**config.mk**
```make
export PLATFORM = sky130hd
export DESIGN_NAME = cms_sequencer
export DESIGN_NICKNAME = d
export VERILOG_FILES = /design/src/logic/cms_pkg.sv /design/src/logic/cms_sequencer.sv
export VERILOG_INCLUDE_DIRS = /design/src /design/src/logic
export SDC_FILE = /design/constraint.sdc
export NUM_CORES = 1
export LEC_CHECK = 0
export BUFFER_PORTS_ARGS = -buffer_cell sky130_fd_sc_hd__buf_4
export CORE_MARGIN = 1
export CORE_UTILIZATION = 48
export CTS_BUF_LIST = sky130_fd_sc_hd__clkbuf_4 sky130_fd_sc_hd__clkbuf_8
export CTS_CLUSTER_SIZE = 20
export DETAILED_ROUTE_END_ITERATION = 10
export GPL_ROUTABILITY_DRIVEN = 0
export HOLD_SLACK_MARGIN = 0.05
export PLACE_DENSITY = 0.89
export RECOVER_POWER = 100
export SYNTH_ARGS = -nofsm -noshare
export SYNTH_HDL_FRONTEND = slang
export SYNTH_SLANG_ARGS = --single-unit
```
**constraint.sdc**
```tcl
create_clock -name pclk -period 4.1 [get_ports pclk]
set_clock_uncertainty 0.1 [all_clocks]
set_input_delay 0.205 -clock pclk [delete_from_list [all_inputs] [get_ports pclk]]
set_output_delay 0.205 -clock pclk [all_outputs]
set_load 0.01 [all_outputs]
```
**src/logic/cms_cfg.svh**
```systemverilog
// Constants of the controller mode sequencer
`ifndef CMS_CFG_SVH
`define CMS_CFG_SVH
`define CMS_ADDR_CTRL      12'h000
`define CMS_ADDR_STATUS    12'h004
`define CMS_ADDR_CMD       12'h008
`define CMS_ADDR_CFG       12'h00c
`define CMS_CTRL_START     0
`define CMS_CTRL_STOP      1
`define CMS_CTRL_CLEAR     2
`define CMS_CTRL_EXITHOLD  3
`define CMS_CTRL_COMM_RUN  4
`define CMS_CTRL_COMM_STOP 5
`define CMS_CTRL_RESTART   6
`define CMS_CFG_AUTO_HOT   0
`define CMS_CFG_HOT_ENABLE 1
`define CMS_CFG_RST        2'h0
`define CMS_CLEAR_CYCLES   4'h8
`endif

```
**src/logic/cms_pkg.sv**
```systemverilog
// Types of the controller mode sequencer
package cms_pkg;
	typedef enum logic [2:0] {CMS_STOP, CMS_STARTUP, CMS_RUN, CMS_HOLD, CMS_DEFECT} cms_mode_t;
	typedef enum logic [1:0] {CMS_KEY_STOP, CMS_KEY_RUN, CMS_KEY_RUNP, CMS_KEY_CLEAR} cms_key_t;
	typedef enum logic [1:0] {CMS_WARM, CMS_HOT, CMS_COLD} cms_restart_t;
endpackage

```
**src/logic/cms_sequencer.sv**
```systemverilog
// Operating mode sequencer with APB registers
`timescale 1ns/1ps
`include "cms_cfg.svh"
module cms_sequencer (
	input  wire logic        pclk,
	input  wire logic        presetn,
	input  wire logic        psel,
	input  wire logic        penable,
	input  wire logic        pwrite,
	input  wire logic [11:0] paddr,
	input  wire logic [31:0] pwdata,
	input  wire logic [3:0]  pstrb,
	output logic [31:0]      prdata,
	output logic             pready,
	output logic             pslverr,
	input  wire logic [1:0]  key_switch,
	input  wire logic        complete_restart_position,
	input  wire logic        power_up_event,
	input  wire logic        stopped_at_power_loss,
	input  wire logic        warm_aborted_at_power_loss,
	input  wire logic        startup_error,
	input  wire logic        startup_done,
	input  wire logic        program_stop,
	input  wire logic        breakpoint_hit,
	input  wire logic        error_unhandled,
	input  wire logic        download_in_stop,
	input  wire logic        stack_overflow,
	input  wire logic        hot_time_exceeded,
	input  wire logic        internal_fault,
	input  wire logic        flash_card_present,
	output cms_pkg::cms_mode_t mode,
	output logic [1:0]       startup_handler,
	output logic             program_run,
	output logic             outputs_substitute,
	output logic             outputs_disabled,
	output logic             timed_irq_block,
	output logic             timers_run,
	output logic             meters_run,
	output logic             clear_program,
	output logic             default_params,
	output logic             copy_from_card
);
	// Registered request pulses and settings
	logic [6:0] cmd;
	logic [1:0] cfg;
	logic       hold_from_startup;
	logic       warm_only;
	logic       clear_pending;
	logic [3:0] clear_cnt;
	logic       in_warm;
	cms_pkg::cms_mode_t next_mode;
	cms_pkg::cms_restart_t next_rtype;
	logic       key_run;
	logic       stop_req;
	logic       apb_wr;
	logic       start_req;
	logic       key_run_q;

	assign apb_wr = psel && penable && pwrite && pready;
	assign key_run = (key_switch == cms_pkg::CMS_KEY_RUN) || (key_switch == cms_pkg::CMS_KEY_RUNP);
	assign stop_req = (key_switch == cms_pkg::CMS_KEY_STOP) || cmd[`CMS_CTRL_STOP] || cmd[`CMS_CTRL_COMM_STOP];

	// Command register: each written bit is a one-cycle request
	always_ff @(posedge pclk or negedge presetn) begin
		if (!presetn) begin
			cmd <= 7'h00;
		end else if (apb_wr && paddr == `CMS_ADDR_CTRL && pstrb[0]) begin
			cmd <= pwdata[6:0];
		end else begin
			cmd <= 7'h00;
		end
	end

	// Configuration register
	always_ff @(posedge pclk or negedge presetn) begin
		if (!presetn) begin
			cfg <= `CMS_CFG_RST;
		end else if (apb_wr && paddr == `CMS_ADDR_CFG && pstrb[0]) begin
			cfg <= pwdata[1:0];
		end
	end

	// Previous key position; reset assumes run so a key already in run at power-on makes no false edge
	always_ff @(posedge pclk or negedge presetn) begin
		if (!presetn) begin
			key_run_q <= 1'b1;
		end else begin
			key_run_q <= key_run;
		end
	end

	// APB answers in the access cycle; zero wait states keep the master simple
	always_ff @(posedge pclk or negedge presetn) begin
		if (!presetn) begin
			pready <= 1'b0;
			pslverr <= 1'b0;
			prdata <= 32'h0000_0000;
		end else begin
			pready <= psel && !penable;
			pslverr <= psel && !penable && (paddr != `CMS_ADDR_CTRL) && (paddr != `CMS_ADDR_STATUS)
				&& (paddr != `CMS_ADDR_CFG);
			prdata <= 32'h0000_0000;
			if (psel && !penable && !pwrite) begin
				if (paddr == `CMS_ADDR_STATUS) begin
					prdata <= {22'h000000, clear_pending, warm_only, hold_from_startup, startup_handler, 2'h0, mode};
				end else if (paddr == `CMS_ADDR_CFG) begin
					prdata <= {30'h00000000, cfg};
				end
			end
		end
	end

	// Start request from key, programmer, communication or power return, gated by key position
	always_comb begin
		start_req = 1'b0;
		if (key_run && !key_run_q)
			start_req = 1'b1;
		if (key_run && (cmd[`CMS_CTRL_START] || cmd[`CMS_CTRL_COMM_RUN]))
			start_req = 1'b1;
		if (key_run && power_up_event && !stopped_at_power_loss)
			start_req = 1'b1;
		if (key_run && power_up_event && warm_aborted_at_power_loss)
			start_req = 1'b1;
		if (key_run && cmd[`CMS_CTRL_RESTART])
			start_req = 1'b1;
	end

	// Next mode by fixed priority: defect, stop, hold, startup, run
	always_comb begin
		next_mode = mode;
		case (mode)
			cms_pkg::CMS_STOP: begin
				if (start_req && !clear_pending && !stop_req)
					next_mode = cms_pkg::CMS_STARTUP;
			end
			cms_pkg::CMS_STARTUP: begin
				if (startup_error || stop_req || program_stop)
					next_mode = cms_pkg::CMS_STOP;
				else if (breakpoint_hit)
					next_mode = cms_pkg::CMS_HOLD;
				else if (startup_done)
					next_mode = cms_pkg::CMS_RUN;
			end
			cms_pkg::CMS_RUN: begin
				if (error_unhandled || stop_req || program_stop)
					next_mode = cms_pkg::CMS_STOP;
				else if (breakpoint_hit)
					next_mode = cms_pkg::CMS_HOLD;
			end
			cms_pkg::CMS_HOLD: begin
				if (stop_req)
					next_mode = cms_pkg::CMS_STOP;
				else if (cmd[`CMS_CTRL_EXITHOLD])
					next_mode = hold_from_startup ? cms_pkg::CMS_STARTUP : cms_pkg::CMS_RUN;
			end
			cms_pkg::CMS_DEFECT: next_mode = cms_pkg::CMS_DEFECT;
			default: next_mode = cms_pkg::CMS_STOP;
		endcase
		if (internal_fault)
			next_mode = cms_pkg::CMS_DEFECT;
	end

	// Restart type chosen on entry to startup
	always_comb begin
		next_rtype = cms_pkg::CMS_WARM;
		if (power_up_event && warm_aborted_at_power_loss)
			next_rtype = cms_pkg::CMS_WARM;
		else if (warm_only)
			next_rtype = cms_pkg::CMS_WARM;
		else if (cmd[`CMS_CTRL_RESTART])
			next_rtype = cms_pkg::CMS_WARM;
		else if (power_up_event && cfg[`CMS_CFG_AUTO_HOT] && cfg[`CMS_CFG_HOT_ENABLE])
			next_rtype = cms_pkg::CMS_HOT;
		else if (!power_up_event && !complete_restart_position && cfg[`CMS_CFG_HOT_ENABLE])
			next_rtype = cms_pkg::CMS_HOT;
		else if (!power_up_event && !complete_restart_position)
			next_rtype = cms_pkg::CMS_COLD;
	end

	// Mode register; reset lands in stop before anything else
	always_ff @(posedge pclk or negedge presetn) begin
		if (!presetn) begin
			mode <= cms_pkg::CMS_STOP;
		end else begin
			mode <= next_mode;
		end
	end

	// Handler selection and origin of hold
	always_ff @(posedge pclk or negedge presetn) begin
		if (!presetn) begin
			startup_handler <= 2'h0;
			hold_from_startup <= 1'b0;
			in_warm <= 1'b0;
		end else begin
			if (mode == cms_pkg::CMS_STOP && next_mode == cms_pkg::CMS_STARTUP) begin
				startup_handler <= next_rtype;
				in_warm <= (next_rtype == cms_pkg::CMS_WARM);
			end
			if (next_mode == cms_pkg::CMS_HOLD && mode != cms_pkg::CMS_HOLD)
				hold_from_startup <= (mode == cms_pkg::CMS_STARTUP);
		end
	end

	// Warm-only latch: set wins over the clear made by a completed warm start
	always_ff @(posedge pclk or negedge presetn) begin
		if (!presetn) begin
			warm_only <= 1'b1;
		end else if (clear_cnt == 4'h1 || download_in_stop || stack_overflow || hot_time_exceeded
			|| (mode == cms_pkg::CMS_STARTUP && next_mode == cms_pkg::CMS_STOP && in_warm)) begin
			warm_only <= 1'b1;
		end else if (mode == cms_pkg::CMS_STARTUP && next_mode == cms_pkg::CMS_RUN && in_warm) begin
			warm_only <= 1'b0;
		end
	end

	// Memory reset: accepted only in stop, runs for a fixed count
	always_ff @(posedge pclk or negedge presetn) begin
		if (!presetn) begin
			clear_pending <= 1'b0;
			clear_cnt <= 4'h0;
		end else if (clear_cnt != 4'h0) begin
			clear_cnt <= clear_cnt - 4'h1;
			clear_pending <= (clear_cnt != 4'h1);
		end else if (mode == cms_pkg::CMS_STOP && next_mode == cms_pkg::CMS_STOP
			&& (key_switch == cms_pkg::CMS_KEY_CLEAR || cmd[`CMS_CTRL_CLEAR])) begin
			clear_pending <= 1'b1;
			clear_cnt <= `CMS_CLEAR_CYCLES;
		end
	end

	// Memory reset strobes; diagnostics, clock, meters and link settings untouched
	always_ff @(posedge pclk or negedge presetn) begin
		if (!presetn) begin
			clear_program <= 1'b0;
			default_params <= 1'b0;
			copy_from_card <= 1'b0;
		end else begin
			clear_program <= clear_cnt == `CMS_CLEAR_CYCLES;
			default_params <= clear_cnt == `CMS_CLEAR_CYCLES;
			copy_from_card <= clear_cnt == 4'h2 && flash_card_present;
		end
	end

	// Execution controls per mode
	always_ff @(posedge pclk or negedge presetn) begin
		if (!presetn) begin
			program_run <= 1'b0;
			outputs_substitute <= 1'b1;
			outputs_disabled <= 1'b1;
			timed_irq_block <= 1'b1;
			timers_run <= 1'b0;
			meters_run <= 1'b0;
		end else begin
			program_run <= next_mode == cms_pkg::CMS_RUN;
			outputs_substitute <= next_mode == cms_pkg::CMS_STOP || next_mode == cms_pkg::CMS_DEFECT;
			outputs_disabled <= next_mode != cms_pkg::CMS_RUN;
			timed_irq_block <= next_mode != cms_pkg::CMS_RUN;
			timers_run <= next_mode == cms_pkg::CMS_STARTUP || next_mode == cms_pkg::CMS_RUN;
			meters_run <= next_mode == cms_pkg::CMS_STARTUP || next_mode == cms_pkg::CMS_RUN;
		end
	end

	// Checks
	stop_first_a: assert property (@(posedge pclk) $rose(presetn) |-> mode == cms_pkg::CMS_STOP)
		else $error("mode not stop after reset");
	stop_on_req_a: assert property (@(posedge pclk) disable iff (!presetn)
		(mode != cms_pkg::CMS_STOP && mode != cms_pkg::CMS_DEFECT && stop_req && !internal_fault)
		|=> mode == cms_pkg::CMS_STOP)
		else $error("stop request not obeyed");
	start_gate_a: assert property (@(posedge pclk) disable iff (!presetn)
		(mode == cms_pkg::CMS_STOP && !key_run) |=> mode != cms_pkg::CMS_STARTUP)
		else $error("startup without run position");
	bp_hold_a: assert property (@(posedge pclk) disable iff (!presetn)
		(mode == cms_pkg::CMS_RUN && breakpoint_hit && !stop_req && !error_unhandled && !program_stop
		&& !internal_fault) |=> mode == cms_pkg::CMS_HOLD)
		else $error("breakpoint did not hold");
	exit_hold_a: assert property (@(posedge pclk) disable iff (!presetn)
		(mode == cms_pkg::CMS_HOLD && hold_from_startup && cmd[`CMS_CTRL_EXITHOLD] && !stop_req
		&& !internal_fault) |=> mode == cms_pkg::CMS_STARTUP)
		else $error("exit hold wrong target");
	clear_stop_a: assert property (@(posedge pclk) disable iff (!presetn)
		clear_pending |-> mode == cms_pkg::CMS_STOP || mode == cms_pkg::CMS_DEFECT)
		else $error("memory reset outside stop");
	subst_stop_a: assert property (@(posedge pclk) disable iff (!presetn)
		mode == cms_pkg::CMS_STOP |-> outputs_substitute && !program_run)
		else $error("outputs live in stop");
	defect_stays_a: assert property (@(posedge pclk) disable iff (!presetn)
		mode == cms_pkg::CMS_DEFECT |=> mode == cms_pkg::CMS_DEFECT)
		else $error("left defective state");
	// Programmer start from stop
	stop_start_a: assert property (@(posedge pclk) disable iff (!presetn)
		(mode == cms_pkg::CMS_STOP && key_run && cmd[`CMS_CTRL_START] && !clear_pending && !stop_req
		&& !internal_fault) |=> mode == cms_pkg::CMS_STARTUP)
		else $error("start command ignored");
	// Key moved into a run position starts from stop
	key_start_a: assert property (@(posedge pclk) disable iff (!presetn)
		(mode == cms_pkg::CMS_STOP && key_run && !key_run_q && !clear_pending && !stop_req
		&& !internal_fault) |=> mode == cms_pkg::CMS_STARTUP)
		else $error("key move ignored");
	// Startup aborts to stop
	startup_stop_a: assert property (@(posedge pclk) disable iff (!presetn)
		(mode == cms_pkg::CMS_STARTUP && (startup_error || stop_req || program_stop) && !internal_fault)
		|=> mode == cms_pkg::CMS_STOP)
		else $error("startup not aborted");
	// Startup breakpoint holds
	startup_hold_a: assert property (@(posedge pclk) disable iff (!presetn)
		(mode == cms_pkg::CMS_STARTUP && breakpoint_hit && !startup_error && !stop_req && !program_stop
		&& !internal_fault) |=> mode == cms_pkg::CMS_HOLD)
		else $error("startup breakpoint ignored");
	// Stop from hold
	hold_stop_a: assert property (@(posedge pclk) disable iff (!presetn)
		(mode == cms_pkg::CMS_HOLD && stop_req && !internal_fault) |=> mode == cms_pkg::CMS_STOP)
		else $error("hold not stopped");
	// Successful startup reaches run
	startup_run_a: assert property (@(posedge pclk) disable iff (!presetn)
		(mode == cms_pkg::CMS_STARTUP && startup_done && !startup_error && !stop_req && !program_stop
		&& !breakpoint_hit && !internal_fault) |=> mode == cms_pkg::CMS_RUN)
		else $error("startup did not complete");
	// Run stops on its causes
	run_stop_a: assert property (@(posedge pclk) disable iff (!presetn)
		(mode == cms_pkg::CMS_RUN && (error_unhandled || stop_req || program_stop) && !internal_fault)
		|=> mode == cms_pkg::CMS_STOP)
		else $error("run not stopped");
	// Hold halts the program and keeps outputs off
	hold_halt_a: assert property (@(posedge pclk) disable iff (!presetn)
		mode == cms_pkg::CMS_HOLD |-> !program_run && outputs_disabled)
		else $error("program runs in hold");
	// Exit from a user breakpoint goes back to run
	exit_run_a: assert property (@(posedge pclk) disable iff (!presetn)
		(mode == cms_pkg::CMS_HOLD && !hold_from_startup && cmd[`CMS_CTRL_EXITHOLD] && !stop_req
		&& !internal_fault) |=> mode == cms_pkg::CMS_RUN)
		else $error("exit hold not to run");
	// Run executes with live outputs
	run_outputs_a: assert property (@(posedge pclk) disable iff (!presetn)
		mode == cms_pkg::CMS_RUN |-> program_run && !outputs_substitute && !outputs_disabled)
		else $error("outputs dead in run");
	// No memory reset begins outside stop
	clear_keep_a: assert property (@(posedge pclk) disable iff (!presetn)
		(!clear_pending && mode != cms_pkg::CMS_STOP) |=> !clear_pending)
		else $error("memory reset began outside stop");
	// Clear and default strobes follow the start of a memory reset
	clear_strobe_a: assert property (@(posedge pclk) disable iff (!presetn)
		$rose(clear_pending) |=> clear_program && default_params)
		else $error("memory reset strobes missing");
	// Startup keeps timed execution blocked while timers and meters run
	startup_ctrl_a: assert property (@(posedge pclk) disable iff (!presetn)
		mode == cms_pkg::CMS_STARTUP |-> timed_irq_block && outputs_disabled && timers_run && meters_run)
		else $error("startup controls wrong");
	// A finished memory reset leaves only warm restart
	clear_warm_a: assert property (@(posedge pclk) disable iff (!presetn)
		$fell(clear_pending) |-> warm_only)
		else $error("warm only not set by memory reset");
	// Warm only forces the warm handler
	warm_forced_a: assert property (@(posedge pclk) disable iff (!presetn)
		(mode == cms_pkg::CMS_STOP && warm_only) ##1 mode == cms_pkg::CMS_STARTUP |-> startup_handler == 2'h0)
		else $error("restart not warm");
	// Manual warm restart command
	manual_warm_a: assert property (@(posedge pclk) disable iff (!presetn)
		(mode == cms_pkg::CMS_STOP && key_run && cmd[`CMS_CTRL_RESTART] && !clear_pending && !stop_req
		&& !internal_fault) |=> mode == cms_pkg::CMS_STARTUP && startup_handler == 2'h0)
		else $error("manual warm restart wrong");
	// Power return starts when not stopped at power loss
	power_start_a: assert property (@(posedge pclk) disable iff (!presetn)
		(mode == cms_pkg::CMS_STOP && key_run && power_up_event && !stopped_at_power_loss && !clear_pending
		&& !stop_req && !internal_fault) |=> mode == cms_pkg::CMS_STARTUP)
		else $error("no start on power return");
	// An interrupted warm restart resumes warm whatever is configured
	aborted_warm_a: assert property (@(posedge pclk) disable iff (!presetn)
		(mode == cms_pkg::CMS_STOP && key_run && power_up_event && warm_aborted_at_power_loss
		&& !clear_pending && !stop_req && !internal_fault)
		|=> mode == cms_pkg::CMS_STARTUP && startup_handler == 2'h0)
		else $error("aborted warm not resumed warm");
	// Fault always wins
	defect_entry_a: assert property (@(posedge pclk) disable iff (!presetn)
		internal_fault |=> mode == cms_pkg::CMS_DEFECT)
		else $error("fault not taken");
	run_cov: cover property (@(posedge pclk) disable iff (!presetn)
		mode == cms_pkg::CMS_STARTUP ##1 mode == cms_pkg::CMS_RUN);
	hold_cov: cover property (@(posedge pclk) disable iff (!presetn)
		mode == cms_pkg::CMS_HOLD ##1 mode == cms_pkg::CMS_RUN);
	clear_cov: cover property (@(posedge pclk) disable iff (!presetn) $rose(clear_pending));
	// Hold left back into startup, and the defective state reached
	hold_start_cov: cover property (@(posedge pclk) disable iff (!presetn)
		mode == cms_pkg::CMS_HOLD ##1 mode == cms_pkg::CMS_STARTUP);
	defect_cov: cover property (@(posedge pclk) disable iff (!presetn) mode == cms_pkg::CMS_DEFECT);
endmodule

```
# After elaboration in Yosys (flattened, before gate mapping)
# Cells that the tools add are included.
[word_totals]
elab_cells = 139
ff_bits = 63
output_inout_bits = 48
[op_classes]
n_eq_ne = 21
mux = 32
n_addsub = 1
n_reduce_logical = 66
[ops]
columns = ["cell", "count"]
rows = [
  ["$mux 32", 2],
  ["$logic_and 1x1->1", 34],
  ["$mux 3", 9],
  ["$mux 2", 8],
  ["$logic_or 1x1->1", 15],
  ["$pmux 3 s5", 1],
  ["$eq 12x3->1 const B", 1],
  ["$eq 12x4->1 const B", 1],
  ["$eq 3x2->1 const B", 4],
  ["$logic_not 12->1", 1],
  ["$ne 12x3->1 const B", 1],
  ["$ne 12x4->1 const B", 1],
  ["$reduce_bool 12->1", 1],
  ["$mux 1", 9],
  ["$logic_not 1->1", 8],
  ["$mux 4", 2],
  ["$mux 7", 1],
  ["$eq 3x1->1 const B", 2],
  ["$eq 3x3->1 const B", 2],
  ["$logic_not 3->1", 2],
  ["$ne 3x2->1 const B", 2],
  ["$eq 2x2->1 const B", 2],
  ["$eq 4x1->1 const B", 1],
  ["$eq 4x2->1 const B", 1],
  ["other kinds (7)", 9],
]

# Depth between registers and ports, before layout
[depth]
word_depth = 18
ltp_mapped = 7
depth_no_buf = 7

# Least setup slack after synthesis
# No wires, ideal clock.
[synth_path]
kind = "input to register"
from = "input port key_switch[0]"
to = "register in_warm"
arrival_ns = 2.070
setup_ns = 0.125
path_stages = 7
path_slack_ns = 1.805
t_required_ns = 3.875
path_cell_list = "inv_1 ha_1 or3_4 or4_4 o41a_2 a211o_1 mux2_4"
[synth_via]
elab_chain_len = 15
word_cells_on_any_way = 32
cone_classes = "3 x eq/ne; 11 x mux; 18 x reduce/logical"
[synth_rtl]
columns = ["item", "line_no", "rtl"]
rows = [
  ["from (decl)", "cms_sequencer.sv:16", "input wire logic [1:0] key_switch,"],
  ["$eq 2x1->1 / $eq 2x2->1 (equally long branches)", "cms_sequencer.sv:60", "assign key_run = (key_switch == cms_pkg::CMS_KEY_RUN) || (key_switch == cms_pkg::CMS_KEY_RUNP);"],
  ["$logic_or 1x1->1", "cms_sequencer.sv:60", ""],
  ["$logic_and 1x1->1", "cms_sequencer.sv:116", "if (key_run && !key_run_q)"],
  ["$mux 1", "cms_sequencer.sv:116", ""],
  ["$mux 1", "cms_sequencer.sv:118", "if (key_run && (cmd[`CMS_CTRL_START] || cmd[`CMS_CTRL_COMM_RUN]))"],
  ["$mux 1", "cms_sequencer.sv:120", "if (key_run && power_up_event && !stopped_at_power_loss)"],
  ["$mux 1", "cms_sequencer.sv:122", "if (key_run && power_up_event && warm_aborted_at_power_loss)"],
  ["$mux 1", "cms_sequencer.sv:124", "if (key_run && cmd[`CMS_CTRL_RESTART])"],
  ["$logic_and 1x1->1 (2 in series)", "cms_sequencer.sv:133", "if (start_req && !clear_pending && !stop_req)"],
  ["$mux 3", "cms_sequencer.sv:133", ""],
  ["$pmux 3 s5 *", "cms_sequencer.sv:131", "case (mode)"],
  ["$mux 3 *", "cms_sequencer.sv:159", "if (internal_fault)"],
  ["$eq 3x1->1 *", "cms_sequencer.sv:196", "if (mode == cms_pkg::CMS_STOP && next_mode == cms_pkg::CMS_STARTUP) begin"],
  ["$logic_and 1x1->1 *", "cms_sequencer.sv:196", ""],
  ["to (signal assigned)", "cms_sequencer.sv:198", "in_warm <= (next_rtype == cms_pkg::CMS_WARM);"],
  ["to (decl)", "cms_sequencer.sv:50", "logic in_warm;"],
]
# Every way passes the cells marked *; elsewhere a longest branch is shown, timed or not.
# A chain may end at the register's enable or synchronous reset.

# Final worst setup path
[layout_path]
from = "register mode[1]"
to = "register startup_handler[0]"
[layout_via]
elab_chain_len = 7
word_cells_on_any_way = 17
cone_classes = "5 x eq/ne; 10 x mux; 2 x reduce/logical"
[layout_rtl]
columns = ["item", "line_no", "rtl"]
rows = [
  ["from (decl)", "cms_sequencer.sv:31", "output cms_pkg::cms_mode_t mode,"],
  ["from (signal assigned)", "cms_sequencer.sv:183", "mode <= cms_pkg::CMS_STOP;"],
  ["from (signal assigned)", "cms_sequencer.sv:185", "mode <= next_mode;"],
  ["$mux 3", "cms_sequencer.sv:141", "else if (startup_done)"],
  ["$mux 3", "cms_sequencer.sv:139", "else if (breakpoint_hit)"],
  ["$mux 3", "cms_sequencer.sv:137", "if (startup_error || stop_req || program_stop)"],
  ["$pmux 3 s5", "cms_sequencer.sv:131", ""],
  ["$mux 3", "cms_sequencer.sv:159", ""],
  ["$eq 3x1->1", "cms_sequencer.sv:196", ""],
  ["$logic_and 1x1->1 *", "cms_sequencer.sv:196", ""],
  ["to (signal assigned)", "cms_sequencer.sv:197", "startup_handler <= next_rtype;"],
  ["to (decl)", "cms_sequencer.sv:32", "output logic [1:0] startup_handler,"],
]
# Marks and branches as above.

==> summary.md <==
| Metric | Value |
|---|---|
| Status | `finished with violations` |
| Failing checks | `max-capacitance violations, max-slew violations` |
| Vias/cell | `4.91` |
| Dpl hpwl | `2.90 mm` |
| # diodes | `0` |
| Crit end category | `flop` |
| Via count | `1516` |
| R2r endpoint | `startup_handler[0]$_DFFE_PN0P_` |
| WL final | `3.84 mm` |
| Site Rows | `22` |
| Full die area | `0.00424 mm^2` |
| GRT Util Overall | `0.197` |
| Commonest non-fill, non-tap cell in the layout | `buf_4` |
| First-pass GRT wire length | `6.12 mm` |
| # IOs | `117` |
| Sequential area share after synthesis | `0.513` |
| Most frequent cells in the layout | `buf_4, dfrtp_1, clkbuf_1` |
| Core area | `0.00374 mm^2` |
| Count of cell types in the netlist | `40` |
| Crit path depth | `5` |
| P per Cell Area | `304 mW/mm^2` |
| Final ANT Viol Nets | `0` |
| Gr ovfl total | `0` |
| Crit path from | `mode[1]$_DFF_PN0_` |
| F_max | `392 MHz` |
| Worst setup SP type | `flop` |
| Fraction of registers with async set or reset after synthesis | `1.00` |
| Lkg Pwr | `1.16 nW` |
| Period utilisation layout | `0.622` |
| Vias in the first global route | `1392` |
| Setup repair bufs after CTS | `0` |
| Reg2reg start | `mode[1]$_DFF_PN0_` |
| Top FF cell, synth | `dfrtp_1` |
| Clock buffer count from CTS | `5` |
| Max-Slew Margin vs Limit | `-0.326` |
| Pin count of the biggest net entering global routing | `40` |
| Worst-case reg-to-reg path depth | `5` |
| Port buffer count | `64` |
| Max_cap viols | `1` |
| CP max stage cell | `or4b_1` |
| Pins Over Slew Limit | `40` |
| Worst skew pair latency | `0.28 ns` |
| Nets | `331` |
| Clock transition at the registers of the reported paths | `0.07 ns` |
| Mapped cell area | `0.00191 mm^2` |
| Final Core Density | `0.649` |
| Setup-failing EPs final | `0` |
| Die Height | `65.1 um` |
| Design Area, Final | `0.00243 mm^2` |
| Flop-to-flop setup slack | `1.55 ns` |
| CTS root buf | `clkbuf_8` |
| Total power | `0.739 mW` |
| Kind of critical path | `flop to flop` |
| Layout cells sized above 1 | `0.199` |
| Worst-path maximum fanout | `10` |
| Worst-Margin Slew | `1.99 ns` |
| CP max stage delay | `0.59 ns` |
| FF+latch count, synth | `39` |
| Drt wl/cell | `12.4 um` |
| RSZ-0062 raised after global routing | `false` |
| CTS H-Tree Depth | `2` |
| Synthesized area per cell | `10.4 um^2` |
| Crit path to | `startup_handler[0]$_DFFE_PN0P_` |
| CP Cell Sequence | `or4b_1 > a21boi_0 > o21ai_0 > a211o_1 > mux2_1` |
| Synthesis-to-finish area growth | `27.0%` |
| Die Width | `65.1 um` |
| Antenna violations before repair | `0` |
| Post-Synthesis Cells | `183` |
| WHS | `0.0531 ns` |
| Final non-filler cell total | `309` |
| Min Tclk post-route | `2.55 ns` |
| Buf/Inv on CP | `0` |
| CTS sink count | `39` |
| WP data required | `4.16 ns` |
| Filler cell count | `346` |
| Sum of negative setup slack | `0 ns` |
| Largest buffer count on any clock path | `2` |
| Starting Density | `0.511` |
| Placed instance area | `0.00233 mm^2` |
| Synth warn | `0` |
| CTS tree | `yes` |
| # DRC | `0` |
| Final setup margin | `1.55 ns` |
| Hold Path Class | `input port to flop` |
| Initial DRC count | `54` |
| Post-synth EDFFs | `0` |
| Final hold vios | `0` |
| Placement Setup Slack | `1.60 ns` |
| VDD IR max | `0.163 mV` |
| CP arrival | `2.61 ns` |
| Crit path max-delay family | `compound AO/OA/AOI/OAI gates` |
| Initial DRT Pass Iterations | `4` |
| Placed cell count | `290` |
[area by class of cell]
type                    count  area [um^2]  share of cell area
flip-flops and latches     39          981               0.404
well taps                  48         60.1              0.0247
multi-input cells         131          761               0.313
repair buffers             75          493               0.203
inverters                   8         30.0              0.0124
clock buffers               8          104              0.0428
[timing repair]
item / in CTS / in global routing
endpoints found under the setup margin: 0 / 0
resized for setup: 0 / 0
hold buffers: 10 / 1
hold endpoints to repair: 45 / 1
[worst min-delay path by stage]
stage	start	to	slack, ns	depth (start not counted)
6_report	hot_time_exceeded	warm_only$_DFFE_PN1P_	0.05	3
5_1_grt	stack_overflow	warm_only$_DFFE_PN1P_	0.07	3
4_1_cts	stack_overflow	warm_only$_DFFE_PN1P_	0.05	3
3_5_place_dp	presetn	hold_from_startup$_DFFE_PN0P_	0.1	1
3_3_place_gp	presetn	program_run$_DFF_PN0_	0.09	1
2_1_floorplan	presetn	cfg[0]$_DFFE_PN0P_	-0.19	0
[metal layers]
metal | wire, um | vias up | share of wire | track usage
li1 | - | 739 | - | -
met1 | 1540 | 702 | 0.40 | 0.223
met2 | 2010 | 68 | 0.52 | 0.345
met3 | 241 | 7 | 0.063 | 0.0469
met4 | 53 | 0 | 0.014 | 0.0951
met5 | 0 | - | 0 | 0
[logic make-up after synthesis]
group / count (synthesis) / share of synthesized area
AOI/OAI and AO/OA: 29 / 0.0995
DFF: 39 / 0.513
buffers and inverters: 36 / 0.124
muxes: 6 / 0.0399
other: 1 / 0.00196
adders and majority gates: 2 / 0.0131
and+or+nand+nor: 70 / 0.209
[sequential cells by signal, summed over array words and instances, names as in the netlist, 2 cells and up]
register and count:
startup_handler 2, cmd 7, prdata 8, mode 3
cfg 2, clear_cnt 4
[report_power, final]
| part | total [mW] | switching [mW] | internal [mW] |
|---|---|---|---|
| Clock | 0.279 | 0.120 | 0.160 |
| Combinational | 0.0716 | 0.0355 | 0.0362 |
| Sequential | 0.388 | 0.000804 | 0.388 |
[synthesized netlist by cell type (2+ instances only)]
library cell / number / area [um^2]
dfrtp_1: 35 / 876
buf_4: 27 / 203
nor2_1: 15 / 56.3
and2_1: 14 / 87.6
inv_1: 8 / 30.0
nand2_1: 8 / 30.0
a21oi_1: 6 / 30.0
nand2b_1: 6 / 37.5
o21ai_0: 6 / 30.0
nor4_1: 5 / 31.3
dfstp_2: 4 / 105
nor3_1: 4 / 20.0
o21ai_1: 4 / 20.0
a2111oi_0: 3 / 26.3
mux2_4: 3 / 45.0
nand3_1: 3 / 15.0
or4b_1: 3 / 30.0
and3_1: 2 / 12.5
ha_1: 2 / 25.0
mux2i_1: 2 / 20.0
nand4_1: 2 / 12.5
nor4b_1: 2 / 17.5
or3_1: 2 / 12.5
[worst reg2reg max path: stages (launching register included)]
cell and delay, ns:
dfrtp_1 0.48, or4b_1 0.59, a21boi_0 0.24, o21ai_0 0.27
a211o_1 0.42, mux2_1 0.34
Note: power is estimated with default switching activity, not from simulation.
